$ cat src/design/rssso_pkg.sv
package rssso_pkg;
  // Opcode fields: upper six bits of the 16-bit instruction word.
  localparam logic [5:0] OPC_ROTATE_RIGHT = 6'h10;
  localparam logic [5:0] OPC_REV_SUB_BORROW = 6'h15;
  localparam logic [5:0] OPC_FILE_SUB_BORROW = 6'h16;
  localparam logic [5:0] OPC_FILE_SUB = 6'h17;
  // Seven-bit opcode for the fill instruction.
  localparam logic [6:0] OPC_FILL_ONES = 7'h34;
  // Full byte opcode for literal subtract.
  localparam logic [7:0] OPC_LIT_SUB = 8'h08;
  localparam logic [15:0] OPC_SLEEP = 16'h0003;
  // Field positions.
  localparam int DEST_BIT = 9;
  localparam int ACCESS_BIT = 8;
  localparam logic [7:0] ALL_ONES = 8'hFF;
  localparam logic [7:0] ZERO_BYTE = 8'h00;
  localparam logic [3:0] ACCESS_BANK = 4'h0;
  // Reset values of the status bits (both read high after power-on).
  localparam logic WDOG_EXP_RESET = 1'b1;
  localparam logic SLEEP_ENT_RESET = 1'b1;
  // Flag positions in the flag vector {neg,ovf,zero,half,carry}.
  localparam int FLAG_C = 0;
  localparam int FLAG_DC = 1;
  localparam int FLAG_Z = 2;
  localparam int FLAG_OV = 3;
  localparam int FLAG_N = 4;
  localparam logic [4:0] FLAGS_RESET = 5'h00;
  localparam logic [7:0] ACCUM_RESET = 8'h00;
  localparam logic [3:0] BANK_RESET = 4'h0;
endpackage : rssso_pkg

$ cat src/design/rssso_core.sv
`timescale 1ns/10ps
// What this block does
// - Rotate right without carry moves bit 0 to bit 7, affects N and Z.
// - Destination bit 0 writes accumulator; 1 writes back to the register.
// - Access bit 0 selects the access bank; 1 uses the bank pointer.
// - Fill instruction writes all ones to the register, flags unchanged.
// - Sleep clears sleep-entered, sets watchdog-expired, clears watchdog.
// - After sleep completes the core halts and stops its oscillator.
// - A watchdog wake-up from sleep clears the watchdog-expired bit.
// - File subtract: register minus accumulator, routed by destination bit.
// - File subtract with borrow: register minus accum minus not carry.
module rssso_core (
  // Clock, reset and enable
  input wire logic mclk,
  input wire logic reset_n,
  input wire logic clk_en,
  // Instruction issue
  input wire logic instr_valid,
  input wire logic [15:0] instr_word,
  // File register read path
  input wire logic [7:0] file_rdata,
  // Wake event from the watchdog while sleeping
  input wire logic wdt_wake,
  // File register write path
  output logic [11:0] file_addr,
  output logic file_we,
  output logic [7:0] file_wdata,
  // Core state
  output logic [7:0] accum,
  output logic [3:0] bank_pointer,
  output logic [4:0] flags,
  output logic watchdog_expired_bit,
  output logic sleep_entered_bit,
  output logic wdt_clear,
  output logic sleeping,
  output logic osc_run
);
  logic [5:0] op6;
  logic is_rot, is_fill, is_sleep, is_lit, is_sub, uses_file, dest_file;
  logic [7:0] minuend, subtrahend, result;
  logic borrow_in;
  logic [8:0] diff;
  logic [4:0] half;
  logic [4:0] next_flags;
  logic issue;

  // Sleeping freezes instruction issue until a wake.
  assign issue = clk_en && instr_valid && !sleeping;
  assign op6 = instr_word[15:10];
  assign is_rot = op6 == rssso_pkg::OPC_ROTATE_RIGHT;
  assign is_fill = instr_word[15:9] == rssso_pkg::OPC_FILL_ONES;
  assign is_sleep = instr_word == rssso_pkg::OPC_SLEEP;
  assign is_lit = instr_word[15:8] == rssso_pkg::OPC_LIT_SUB;
  assign is_sub = is_lit || op6 == rssso_pkg::OPC_REV_SUB_BORROW ||
                  op6 == rssso_pkg::OPC_FILE_SUB_BORROW ||
                  op6 == rssso_pkg::OPC_FILE_SUB;
  assign uses_file = is_rot || is_fill || (is_sub && !is_lit);
  // The fill instruction has no destination bit and always writes back.
  assign dest_file = is_fill || instr_word[rssso_pkg::DEST_BIT];

  always_comb begin
    minuend = file_rdata;
    subtrahend = accum;
    borrow_in = 1'b0;
    unique case (1'b1)
      is_lit: begin
        minuend = instr_word[7:0];
      end
      op6 == rssso_pkg::OPC_REV_SUB_BORROW: begin
        minuend = accum;
        subtrahend = file_rdata;
        borrow_in = !flags[rssso_pkg::FLAG_C];
      end
      op6 == rssso_pkg::OPC_FILE_SUB_BORROW: begin
        borrow_in = !flags[rssso_pkg::FLAG_C];
      end
      default: begin
        borrow_in = 1'b0;
      end
    endcase
  end

  assign diff = {1'b0, minuend} - {1'b0, subtrahend} - {8'h00, borrow_in};
  assign half = {1'b0, minuend[3:0]} - {1'b0, subtrahend[3:0]} -
                {4'h0, borrow_in};

  always_comb begin
    next_flags = flags;
    result = diff[7:0];
    if (is_rot) begin
      result = {file_rdata[0], file_rdata[7:1]};
      next_flags[rssso_pkg::FLAG_N] = result[7];
      next_flags[rssso_pkg::FLAG_Z] = result == rssso_pkg::ZERO_BYTE;
    end else if (is_fill) begin
      result = rssso_pkg::ALL_ONES;
    end else if (is_sub) begin
      next_flags[rssso_pkg::FLAG_C] = !diff[8];
      next_flags[rssso_pkg::FLAG_DC] = !half[4];
      next_flags[rssso_pkg::FLAG_Z] = diff[7:0] == rssso_pkg::ZERO_BYTE;
      next_flags[rssso_pkg::FLAG_N] = diff[7];
      next_flags[rssso_pkg::FLAG_OV] = (minuend[7] != subtrahend[7]) &&
                                       (diff[7] != minuend[7]);
    end
  end

  always_ff @(posedge mclk) begin
    if (!reset_n) begin
      file_addr <= 12'h000;
    end else if (issue && uses_file) begin
      file_addr <= {instr_word[rssso_pkg::ACCESS_BIT] ? bank_pointer :
                    rssso_pkg::ACCESS_BANK, instr_word[7:0]};
    end
  end

  always_ff @(posedge mclk) begin
    if (!reset_n) begin
      file_we <= 1'b0;
      file_wdata <= rssso_pkg::ZERO_BYTE;
      accum <= rssso_pkg::ACCUM_RESET;
    end else if (clk_en) begin
      file_we <= issue && uses_file && dest_file;
      if (issue && uses_file && dest_file) begin
        file_wdata <= result;
      end
      if (issue && (is_lit || (uses_file && !dest_file))) begin
        accum <= result;
      end
    end
  end

  always_ff @(posedge mclk) begin
    if (!reset_n) begin
      flags <= rssso_pkg::FLAGS_RESET;
      bank_pointer <= rssso_pkg::BANK_RESET;
    end else if (issue) begin
      flags <= next_flags;
    end
  end

  always_ff @(posedge mclk) begin
    if (!reset_n) begin
      watchdog_expired_bit <= rssso_pkg::WDOG_EXP_RESET;
      sleep_entered_bit <= rssso_pkg::SLEEP_ENT_RESET;
      wdt_clear <= 1'b0;
    end else if (clk_en) begin
      wdt_clear <= issue && is_sleep;
      if (issue && is_sleep) begin
        watchdog_expired_bit <= 1'b1;
        sleep_entered_bit <= 1'b0;
      end else if (sleeping && wdt_wake) begin
        watchdog_expired_bit <= 1'b0;
      end
    end
  end

  always_ff @(posedge mclk) begin
    if (!reset_n) begin
      sleeping <= 1'b0;
      osc_run <= 1'b1;
    end else if (clk_en) begin
      if (issue && is_sleep) begin
        sleeping <= 1'b1;
        osc_run <= 1'b0;
      end else if (sleeping && wdt_wake) begin
        sleeping <= 1'b0;
        osc_run <= 1'b1;
      end
    end
  end

  chk_sleep_halts: assert property (@(posedge mclk)
    disable iff (!reset_n) clk_en && issue && is_sleep |=>
    sleeping && !osc_run)
    else $error("sleep did not halt the core");
  chk_sleep_status: assert property (@(posedge mclk)
    disable iff (!reset_n) clk_en && issue && is_sleep |=>
    watchdog_expired_bit && !sleep_entered_bit && wdt_clear)
    else $error("sleep status bits wrong");
  chk_wake_clear: assert property (@(posedge mclk)
    disable iff (!reset_n) clk_en && sleeping && wdt_wake |=>
    !watchdog_expired_bit && !sleeping)
    else $error("watchdog wake did not clear status");
  chk_fill_flags: assert property (@(posedge mclk)
    disable iff (!reset_n) issue && is_fill |=> $stable(flags) &&
    file_we && file_wdata == rssso_pkg::ALL_ONES)
    else $error("fill changed flags or data");
  chk_rotate_data: assert property (@(posedge mclk)
    disable iff (!reset_n) issue && is_rot && dest_file |=>
    file_wdata == {$past(file_rdata[0]), $past(file_rdata[7:1])} &&
    flags[rssso_pkg::FLAG_C] == $past(flags[rssso_pkg::FLAG_C]))
    else $error("rotate result wrong");
  chk_dest_accum: assert property (@(posedge mclk)
    disable iff (!reset_n) issue && uses_file && !dest_file |=> !file_we)
    else $error("register written with accumulator destination");
  chk_access_bank: assert property (@(posedge mclk)
    disable iff (!reset_n)
    issue && uses_file && !instr_word[rssso_pkg::ACCESS_BIT] |=>
    file_addr[11:8] == rssso_pkg::ACCESS_BANK)
    else $error("access bank not selected");
  chk_lit_sub: assert property (@(posedge mclk)
    disable iff (!reset_n) issue && is_lit |=>
    accum == 8'($past(instr_word[7:0]) - $past(accum)))
    else $error("literal subtract wrong");
  chk_sub_flags: assert property (@(posedge mclk)
    disable iff (!reset_n) issue && is_sub |=>
    flags[rssso_pkg::FLAG_Z] == (flags[rssso_pkg::FLAG_N] ? 1'b0 :
    flags[rssso_pkg::FLAG_Z]))
    else $error("zero and negative both set");
  chk_sub_carry: assert property (@(posedge mclk)
    disable iff (!reset_n) issue && op6 == rssso_pkg::OPC_FILE_SUB |=>
    flags[rssso_pkg::FLAG_C] == ($past(file_rdata) >= $past(accum)) &&
    flags[rssso_pkg::FLAG_Z] == ($past(file_rdata) == $past(accum)))
    else $error("file subtract carry or zero wrong");
endmodule : rssso_core

$ cat config.mk
export PLATFORM = sky130hd
export DESIGN_NAME = rssso_core
export DESIGN_NICKNAME = d
export VERILOG_FILES = /design/src/design/rssso_pkg.sv /design/src/design/rssso_core.sv
export SDC_FILE = /design/constraint.sdc
export NUM_CORES = 1
export LEC_CHECK = 0
export ABC_AREA = 1
export CAP_MARGIN = 10
export CORE_ASPECT_RATIO = 1.5
export CORE_UTILIZATION = 57
export CTS_CLUSTER_SIZE = 40
export DETAILED_ROUTE_END_ITERATION = 10
export DONT_BUFFER_PORTS = 1
export GPL_ROUTABILITY_DRIVEN = 0
export GPL_TIMING_DRIVEN = 0
export PLACE_DENSITY = 0.81
export SLEW_MARGIN = 30
export SYNTH_ARGS = -nofsm -noshare
export SYNTH_HDL_FRONTEND = slang
export SYNTH_SLANG_ARGS = --single-unit
$ cat constraint.sdc
create_clock -name mclk -period 7.9 [get_ports mclk]
set_input_delay 1.58 -clock mclk [delete_from_list [all_inputs] [get_ports mclk]]
set_output_delay 1.58 -clock mclk [all_outputs]
set_load 0.01 [all_outputs]
==> flow_summary.json, run 1 <==
{
  "p_leak_nw": 1.229,
  "yosysSeqAreaShare_pct": 29.55,
  "relSlewSlack_pct": 67.06,
  "fp.dieH_um": 80.99,
  "synth_cells": 355,
  "num_antenna_cells": 0,
  "die_width_um": 54.66,
  "core_um2": 3959,
  "fillCellCount": 395,
  "fin_util_pct": 64.03,
  "clock_sinks": 35,
  "criticalPathCategory": "input pin to flip-flop",
  "clk_latency_ns": 0.28,
  "r2r-end": "flags[2]",
  "rrSetupSlack_ns": 5.15,
  "fin_ws_ns": 3.493,
  "avgViaCountPerCell": 5.634,
  "power_density_nw_per_um2": 143.9,
  "place_worst_setup_slack_ns": 3.193,
  "yosys_warnings": 0,
  "final_net_count": 412,
  "wl_per_cell_um": 14.31,
  "min-delay-path-class": "flip-flop to flip-flop",
  "die_area_um2": 4427,
  "status": "finished, final reports clean",
  "hold-worst-slack_ns": 0.5061,
  "grt_use_total_pct": 27.99,
  "max_cap_viol_count": 0,
  "worstPathMaxFanout": 10,
  "synth_area_um2": 2371,
  "antenna_left": 0,
  "io-pin-count": 72,
  "rsz0062_at_grt": "no",
  "overflow": 0,
  "fin_skew_ns": 0.009879,
  "portBuffers": 0,
  "maxClockFrequency_mhz": 226.9,
  "routed-via-count": 2338,
  "drc_errors": 0,
  "drive_gt1_share_pct": 10.00,
  "pwr-share-seq_pct": 49.5,
  "p_int_mw": 0.2619,
  "dpl.hpwl_um": 4904,
  "floorplan.initialDensity_pct": 59.89,
  "tritoncts": "done",
  "antenna_found_initial": 0,
  "p_clk_share_pct": 33.6,
  "clk_path_buf_depth": 2,
  "drt_iter0_drc": 111,
  "min_period_ns": 4.407,
  "post-cts-setup-buffers": 0,
  "finalHoldViolCount": 0,
  "worst_pin_slew_ns": 0.4890,
  "tns_ns": 0,
  "ir_worst_vdd_mv": 0.2044,
  "timing.rr.start": "accum[0]",
  "hp-start": "watchdog_expired_bit",
  "core.rowCount": 28,
  "ys_ff_latch": 35,
  "end_kind": "flip-flop",
  "whs_path_depth": 2,
  "cts-root-buf": "clkbuf_8",
  "hold_end": "watchdog_expired_bit",
  "finalSetupViolations": 0,
  "cp.required_ns": 8.07,
  "p_comb_share_pct": 16.9,
  "period_share_pct": 55.79,
  "cts_buffers": 5,
  "ctsHoldBuffers": 0,
  "clkTransAtPathRegs_ns": 0.07,
  "first_pass_iters": 4,
  "reg2reg_depth": 13,
  "cp_data_arrival_time_ns": 4.57,
  "htreeDepth": 2,
  "synth_cell_types": 36,
  "switching_share_pct": 28.21,
  "maxSlewViolCount": 0,
  "syn_to_final_growth_pct": 6.913,
  "grt_max_degree": 11,
  "cts_resized": 0,
  "postSynthAreaPerCell_um2": 6.679,
  "start_kind": "input pin",
  "grt_pass1_wl_um": 8873,
  "first_global_vias": 2058,
  "drt_wl_total_um": 5938,
  "power_switching_mw": 0.1029
}
==> power by group through the flow <==
stage               sequential, mW  clock [mW]  combinational [mW]
finish                       0.180       0.122              0.0618
global placement             0.184           0              0.0598
global route                 0.181       0.130              0.0696
floorplan                    0.184           0              0.0485
CTS                          0.181       0.123              0.0616
detailed placement           0.185           0              0.0613
==> per-stage QoR <==
step	total power [mW]	cells	instance area [um^2]
finish	0.3647	415	2535
CTS	0.3656	415	2535
detailed placement	0.2459	407	2454
floorplan	0.2325	362	2397
global placement	0.2442	407	2454
global route	0.3802	415	2535
==> synthesized netlist by cell type <==
cell	n	area (um^2)
nand3_2	3	30.03
nor2_2	3	18.77
o21ai_1	5	25.02
dfxtp_1	35	700.7
nand4_1	3	18.77
ha_1	12	150.1
nor3_1	4	20.02
o22ai_1	2	12.51
nand3_1	17	85.08
xnor2_1	1	8.760
buf_2	1	5.000
fa_1	2	40.04
a31oi_1	2	12.51
nand2_1	54	202.7
a22oi_1	3	22.52
o21ai_2	3	26.28
a21oi_1	26	130.1
nor3_2	1	10.01
conb_1	1	3.750
o21bai_1	1	7.510
nor2_1	46	172.7
inv_1	58	217.7
nand2_2	6	37.54
inv_2	2	7.510
buf_4	8	60.06
nor4_1	2	12.51
a221oi_1	6	52.55
buf_6	2	22.52
a211oi_1	3	22.52
buf_1	2	7.510
a21o_1	1	7.510
xor2_1	3	26.28
nor2_4	1	11.26
nand2_4	1	11.26
o21ai_0	32	160.2
clkbuf_1	3	11.26
==> logic make-up after synthesis <==
| group | after synthesis | synth area share, % |
|---|---|---|
| buffers and inverters | 76 | 13.98 |
| AOI/OAI and AO/OA | 84 | 20.21 |
| other | 1 | 0.1582 |
| xor gates and xnor gates | 4 | 1.478 |
| adders and majority gates | 14 | 8.021 |
| DFF | 35 | 29.55 |
| and+or+nand+nor | 141 | 26.60 |
==> worst max-delay path, stage by stage <==
cell and delay, ns:
inv_1 0.06, nor2_4 0.16, nand3_2 0.19, inv_1 0.13, clkbuf_1 0.34, a221oi_1 0.16
ha_1 0.30, inv_1 0.04, ha_1 0.32, inv_1 0.10, o21bai_1 0.08, inv_1 0.09
nor2_1 0.05, a211oi_1 0.33, nand2_1 0.13, nand2_1 0.10, nand2_1 0.10, o21ai_1 0.22
a21oi_1 0.10
==> area by class of cell <==
| type | count | area, um^2 | area share, % |
|---|---|---|---|
| Clock inverter | 1 | 5.005 | 0.1974 |
| Clock buffer | 7 | 76.32 | 3.011 |
| Inverter | 60 | 225.2 | 8.885 |
| Buffer | 16 | 106.4 | 4.195 |
| Sequential cell | 35 | 700.7 | 27.64 |
| Multi-Input combinational cell | 251 | 1365 | 53.85 |
| Tap cell | 45 | 56.30 | 2.221 |
==> worst max path at each step <==
stage / from / end / slack (ns) / depth (start not counted)
floorplan: instr_word[14] / accum[7] / 3.74 / 19
global placement: instr_word[14] / accum[7] / 3.25 / 19
detailed placement: instr_word[14] / accum[7] / 3.19 / 19
CTS: instr_word[14] / file_wdata[7] / 3.49 / 19
global route: instr_word[12] / file_wdata[7] / 3.10 / 19
finish: instr_word[14] / file_wdata[7] / 3.49 / 19
==> cells in the final DEF (no fill, tap or decap), types with 2 or more instances in the layout <==
cell       n
clkbuf_8   5
nor2_2     3
o22ai_1    2
fa_1       2
buf_1      2
o21ai_0   32
inv_2      2
a31oi_1    2
inv_1     58
nand4_1    3
xor2_1     3
a221oi_1   6
ha_1      12
nand3_2    3
buf_6      2
clkbuf_1   5
o21ai_1    5
dfxtp_1   35
nor2_1    46
nand2_2    6
a211oi_1   3
conb_1     8
nor3_1     4
buf_4      8
a21oi_1   26
o21ai_2    3
a22oi_1    3
nand3_1   17
nor4_1     2
nand2_1   54
==> sequential cells by signal, indices dropped and copies added, names as in the netlist <==
register              flops
wdt_clear                 1
file_we                   1
file_wdata                8
osc_run                   1
sleeping                  1
accum                     8
watchdog_expired_bit      1
flags                     5
sleep_entered_bit         1
file_addr                 8
==> metal layers <==
| metal | global-route usage (%) | up-vias | part of all wire, % |
|---|---|---|---|
| met1 | 30.38 | 1033 | 37 |
| met5 | 0 | - | 0 |
| li1 | - | 1170 | - |
| met4 | 13.33 | 0 | 4.2 |
| met3 | 7.491 | 25 | 9.6 |
| met2 | 47.95 | 110 | 49 |
Note: power is estimated with default switching activity, not from simulation.
==> inputs of run 2 (changes only) <==
- PLACE_DENSITY: 0.81 -> 0.84
- clock period: 7.9 -> 3.83 ns (I/O delays scaled with it)
==> flow_summary.json, run 2 (synthesis results as in run 1) <==
{
  "fin_skew_ns": 0.002365,
  "htreeDepth": 2,
  "totalPowerFinal_mw": 0.7857,
  "fin_util_pct": 64.54,
  "criticalPathCategory": "input pin to flip-flop",
  "cts_resized": 0,
  "min-delay-path-class": "flip-flop to flip-flop",
  "drt_iter0_drc": 79,
  "drc_errors": 0,
  "post-cts-setup-buffers": 0,
  "tns_ns": 0,
  "instances_no_fill": 415,
  "num_antenna_cells": 0,
  "tritoncts": "done",
  "core.rowCount": 28,
  "grt_use_met2_pct": 50.60,
  "first_pass_iters": 5,
  "ctsHoldBuffers": 0,
  "core_um2": 3959,
  "largestRegisters": "accum: 8 flops, file_addr: 8 flops, file_wdata: 8 flops",
  "antenna_found_initial": 0,
  "grt_busiest_layer": "met2",
  "grt_pass1_wl_um": 9087,
  "clock_sinks": 35,
  "maxClockFrequency_mhz": 290.6,
  "clk_latency_ns": 0.28,
  "cts_buffers": 5,
  "drive_gt1_share_pct": 10.54,
  "antenna_left": 0,
  "maxSlewViolCount": 0,
  "drt_wl_total_um": 6010,
  "post-place-cells": 407,
  "fp.dieH_um": 80.99,
  "wl_per_cell_um": 14.48,
  "portBuffers": 0,
  "final_common_cell": "inv_1",
  "grt_use_met1_pct": 28.05,
  "cp_data_arrival_time_ns": 3.60,
  "avgViaCountPerCell": 5.713,
  "floorplan.initialDensity_pct": 59.89,
  "end_kind": "flip-flop",
  "status": "finished, final reports clean",
  "final_net_count": 412,
  "rsz0062_at_grt": "no",
  "overflow": 0,
  "power_density_nw_per_um2": 307.5,
  "clkTransAtPathRegs_ns": 0.06,
  "p_leak_nw": 1.242,
  "cp.required_ns": 3.99,
  "worstPathMaxFanout": 10,
  "mostFrequentLayoutCells": "58 x inv_1, 54 x nand2_1, 46 x nor2_1",
  "cts-root-buf": "clkbuf_8",
  "io-pin-count": 72,
  "die_width_um": 54.66,
  "clk_path_buf_depth": 2,
  "grt_max_degree": 11,
  "grt_use_total_pct": 28.63,
  "die_area_um2": 4427,
  "routed-via-count": 2371,
  "max_cap_viol_count": 0,
  "syn_to_final_growth_pct": 7.757,
  "grt_util_met3_pct": 10.30,
  "finalHoldViolCount": 0,
  "first_global_vias": 2170,
  "start_kind": "input pin",
  "period_share_pct": 89.84,
  "ir_worst_vdd_mv": 0.4336,
  "finalSetupViolations": 0,
  "dpl.hpwl_um": 4961,
  "min_period_ns": 3.441
}
==> run 2: worst paths after layout <==
path                                         from                 to  slack [ns]  cells past startpoint
worst max-delay path               instr_word[14]           accum[7]        0.39                     19
worst min-delay path            sleep_entered_bit  sleep_entered_bit        0.49                      2
worst max register to register           accum[4]           accum[7]        1.13                     14
worst min register to register  sleep_entered_bit  sleep_entered_bit        0.49                      2
==> run 2: area by class of cell <==
type	instances	area, um^2
plain buffers	16	107.6
multi-input cells	251	1365
flip-flops and latches	35	700.7
well taps	45	56.30
clock buffers	8	100.1
inverters	60	225.2
fillers	369	1404
==> run 2: report_power, final <==
part	internal [mW]	switching, mW	total [mW]
Clock	0.164	0.122	0.286
Sequential	0.368	0.00476	0.372
Combinational	0.0451	0.0818	0.127
==> run 2: metrics by stage <==
stage	hold slack, ns	setup slack, ns	instance area, um^2
2_1_floorplan	0.4722	0.4872	2397
3_3_place_gp	0.4811	0.009311	2454
3_5_place_dp	0.4864	-0.06409	2454
4_1_cts	0.4964	0.1947	2554
5_1_grt	0.5266	0.08461	2555
6_report	0.4915	0.3892	2555
==> run 2: layer usage <==
layer  up-vias  part of all wire, %
li1       1166                    -
met1      1057                   34
met2       122                   51
met3        26                   11
met4         0                  3.9
met5         -                    0
==> run 2: worst max-delay path: stages <==
cell      delay (ns)
inv_1           0.06
nor2_4          0.16
nand3_2         0.20
inv_1           0.14
clkbuf_2        0.23
a221oi_1        0.12
ha_1            0.29
inv_1           0.04
ha_1            0.31
inv_1           0.10
o21bai_1        0.08
inv_1           0.09
nor2_1          0.05
a211oi_1        0.33
nand2_1         0.13
nand2_1         0.09
nand2_1         0.09
o21ai_1         0.21
a21oi_1         0.11
==> inputs of run 3 (changes only) <==
- RECOVER_POWER: not set -> 50
- REMOVE_ABC_BUFFERS: not set -> 1
==> flow_summary.json, run 3 (synthesis results as in run 1) <==
{
  "cp_common_cell": "inv_1",
  "status": "finished, final reports clean",
  "dpl.hpwl_um": 4712,
  "max_stage_delay_ns": 0.37,
  "ctsHoldBuffers": 0,
  "floorplan.initialDensity_pct": 59.89,
  "cts-root-buf": "clkbuf_8",
  "num_antenna_cells": 0,
  "max_cap_viol_count": 0,
  "grt_max_degree": 31,
  "cp.required_ns": 3.99,
  "maxSlewViolCount": 0,
  "p_leak_nw": 1.186,
  "syn_to_final_growth_pct": 5.119,
  "overflow": 0,
  "final_common_cell": "inv_1",
  "criticalPathCategory": "input pin to flip-flop",
  "drive_gt1_share_pct": 7.910,
  "cp-startpoint": "instr_word[12]",
  "drt_iter0_drc": 106,
  "antenna_left": 0,
  "maxClockFrequency_mhz": 287.4,
  "antenna_found_initial": 0,
  "ir_worst_vdd_mv": 0.4979,
  "clk_latency_ns": 0.29,
  "fin_util_pct": 62.96,
  "finalHoldViolCount": 0,
  "cp_data_arrival_time_ns": 3.64,
  "first_pass_iters": 5,
  "path_cells": "inv_1 -> nor2_2 -> nand3_4 -> nand2_2 -> inv_1 -> a221oi_1 -> ha_1 -> inv_1 -> ha_1 -> inv_1 -> o21bai_1 -> inv_1 -> nor2_1 -> a211oi_2 -> nand2_1 -> nand2_1 -> nand2_1 -> o21ai_1 -> a21oi_1",
  "core_um2": 3959,
  "power_density_nw_per_um2": 355.2,
  "die_width_um": 54.66,
  "hp-start": "sleep_entered_bit",
  "start_kind": "input pin",
  "mostFrequentLayoutCells": "58 x inv_1, 54 x nand2_1, 46 x nor2_1",
  "fp.dieH_um": 80.99,
  "min_period_ns": 3.480,
  "period_share_pct": 90.86,
  "cts_buffers": 5,
  "largestRegisters": "accum: 8 flops, file_addr: 8 flops, file_wdata: 8 flops",
  "avgViaCountPerCell": 5.940,
  "slowest_stage": "a221oi_1",
  "clk_path_buf_depth": 2,
  "grt_use_total_pct": 27.97,
  "fin_skew_ns": 0.004335,
  "routed-via-count": 2370,
  "wl_per_cell_um": 15.34,
  "drc_errors": 0,
  "grt_pass1_wl_um": 9018,
  "final_net_count": 396,
  "htreeDepth": 2,
  "end_kind": "flip-flop",
  "portBuffers": 0,
  "rsz0062_at_grt": "no",
  "clock_sinks": 35,
  "timing.rr.start": "accum[0]",
  "worstPathMaxFanout": 16,
  "io-pin-count": 72,
  "finalInstanceArea_um2": 2492,
  "clkTransAtPathRegs_ns": 0.07,
  "finalSetupViolations": 0,
  "core.rowCount": 28,
  "die_area_um2": 4427,
  "first_global_vias": 2079,
  "min-delay-path-class": "flip-flop to flip-flop",
  "tritoncts": "done",
  "placed_area_um2": 2347,
  "drt_wl_total_um": 6120
}
-- run 3: report_power, final --
part	leakage [nW]	internal, mW	switching, mW	total (mW)
Clock	0.0654	0.260	0.133	0.393
Combinational	0.838	0.0399	0.0799	0.120
Sequential	0.282	0.367	0.00479	0.372
-- run 3: worst paths after layout --
| kind | to | slack [ns] | cells past startpoint |
|---|---|---|---|
| setup / recovery | file_wdata[7] | 0.35 | 19 |
| setup reg to reg | flags[2] | 1.11 | 13 |
| hold reg to reg | sleep_entered_bit | 0.50 | 2 |
| hold / removal | sleep_entered_bit | 0.50 | 2 |
-- run 3: final cells by class --
| cell class | count | area [um^2] |
|---|---|---|
| multi-input cells | 251 | 1378 |
| inverters | 60 | 225.2 |
| clock buffers | 6 | 72.57 |
| fillers | 348 | 1466 |
| well taps | 45 | 56.30 |
| clock inverters | 2 | 60.06 |
| flip-flops and latches | 35 | 700.7 |
-- run 3: stage by stage --
stage | total power [mW] | worst slack, ns | hold slack, ns | setup TNS [ns] | instances
5_1_grt | 0.9150 | 0.05862 | 0.5138 | 0 | 399
2_1_floorplan | 0.4698 | 0.4848 | 0.4711 | 0 | 346
3_5_place_dp | 0.4952 | -0.1364 | 0.4868 | -0.2429 | 391
6_report | 0.8852 | 0.3499 | 0.4954 | 0 | 399
4_1_cts | 0.8828 | 0.1622 | 0.4977 | 0 | 399
3_3_place_gp | 0.4917 | -0.09830 | 0.4835 | -0.1830 | 391
-- run 3: metal layers --
metal  GRT usage [%]  up-vias  share of wire (%)
met1           31.27     1047                 34
met4           13.59        0                4.8
met5               0        -                  0
met2           47.71      153                 49
met3           6.180       34                 12
li1                -     1136                  -
-- run 3: worst max-delay path, delay by kind of cell --
| kind | cells | cell delay (ns) |
|---|---|---|
| adders and majority gates | 2 | 0.53 |
| AOI/OAI and AO/OA | 5 | 1.01 |
| and+or+nand+nor | 7 | 0.97 |
| buffers and inverters | 5 | 0.35 |
-- run 3: what timing repair did --
action	4_1_cts	5_1_grt
setup endpoints to repair	0	5
gates resized for setup	0	2
buffers inserted	0	0
hold endpoints to repair	0	0
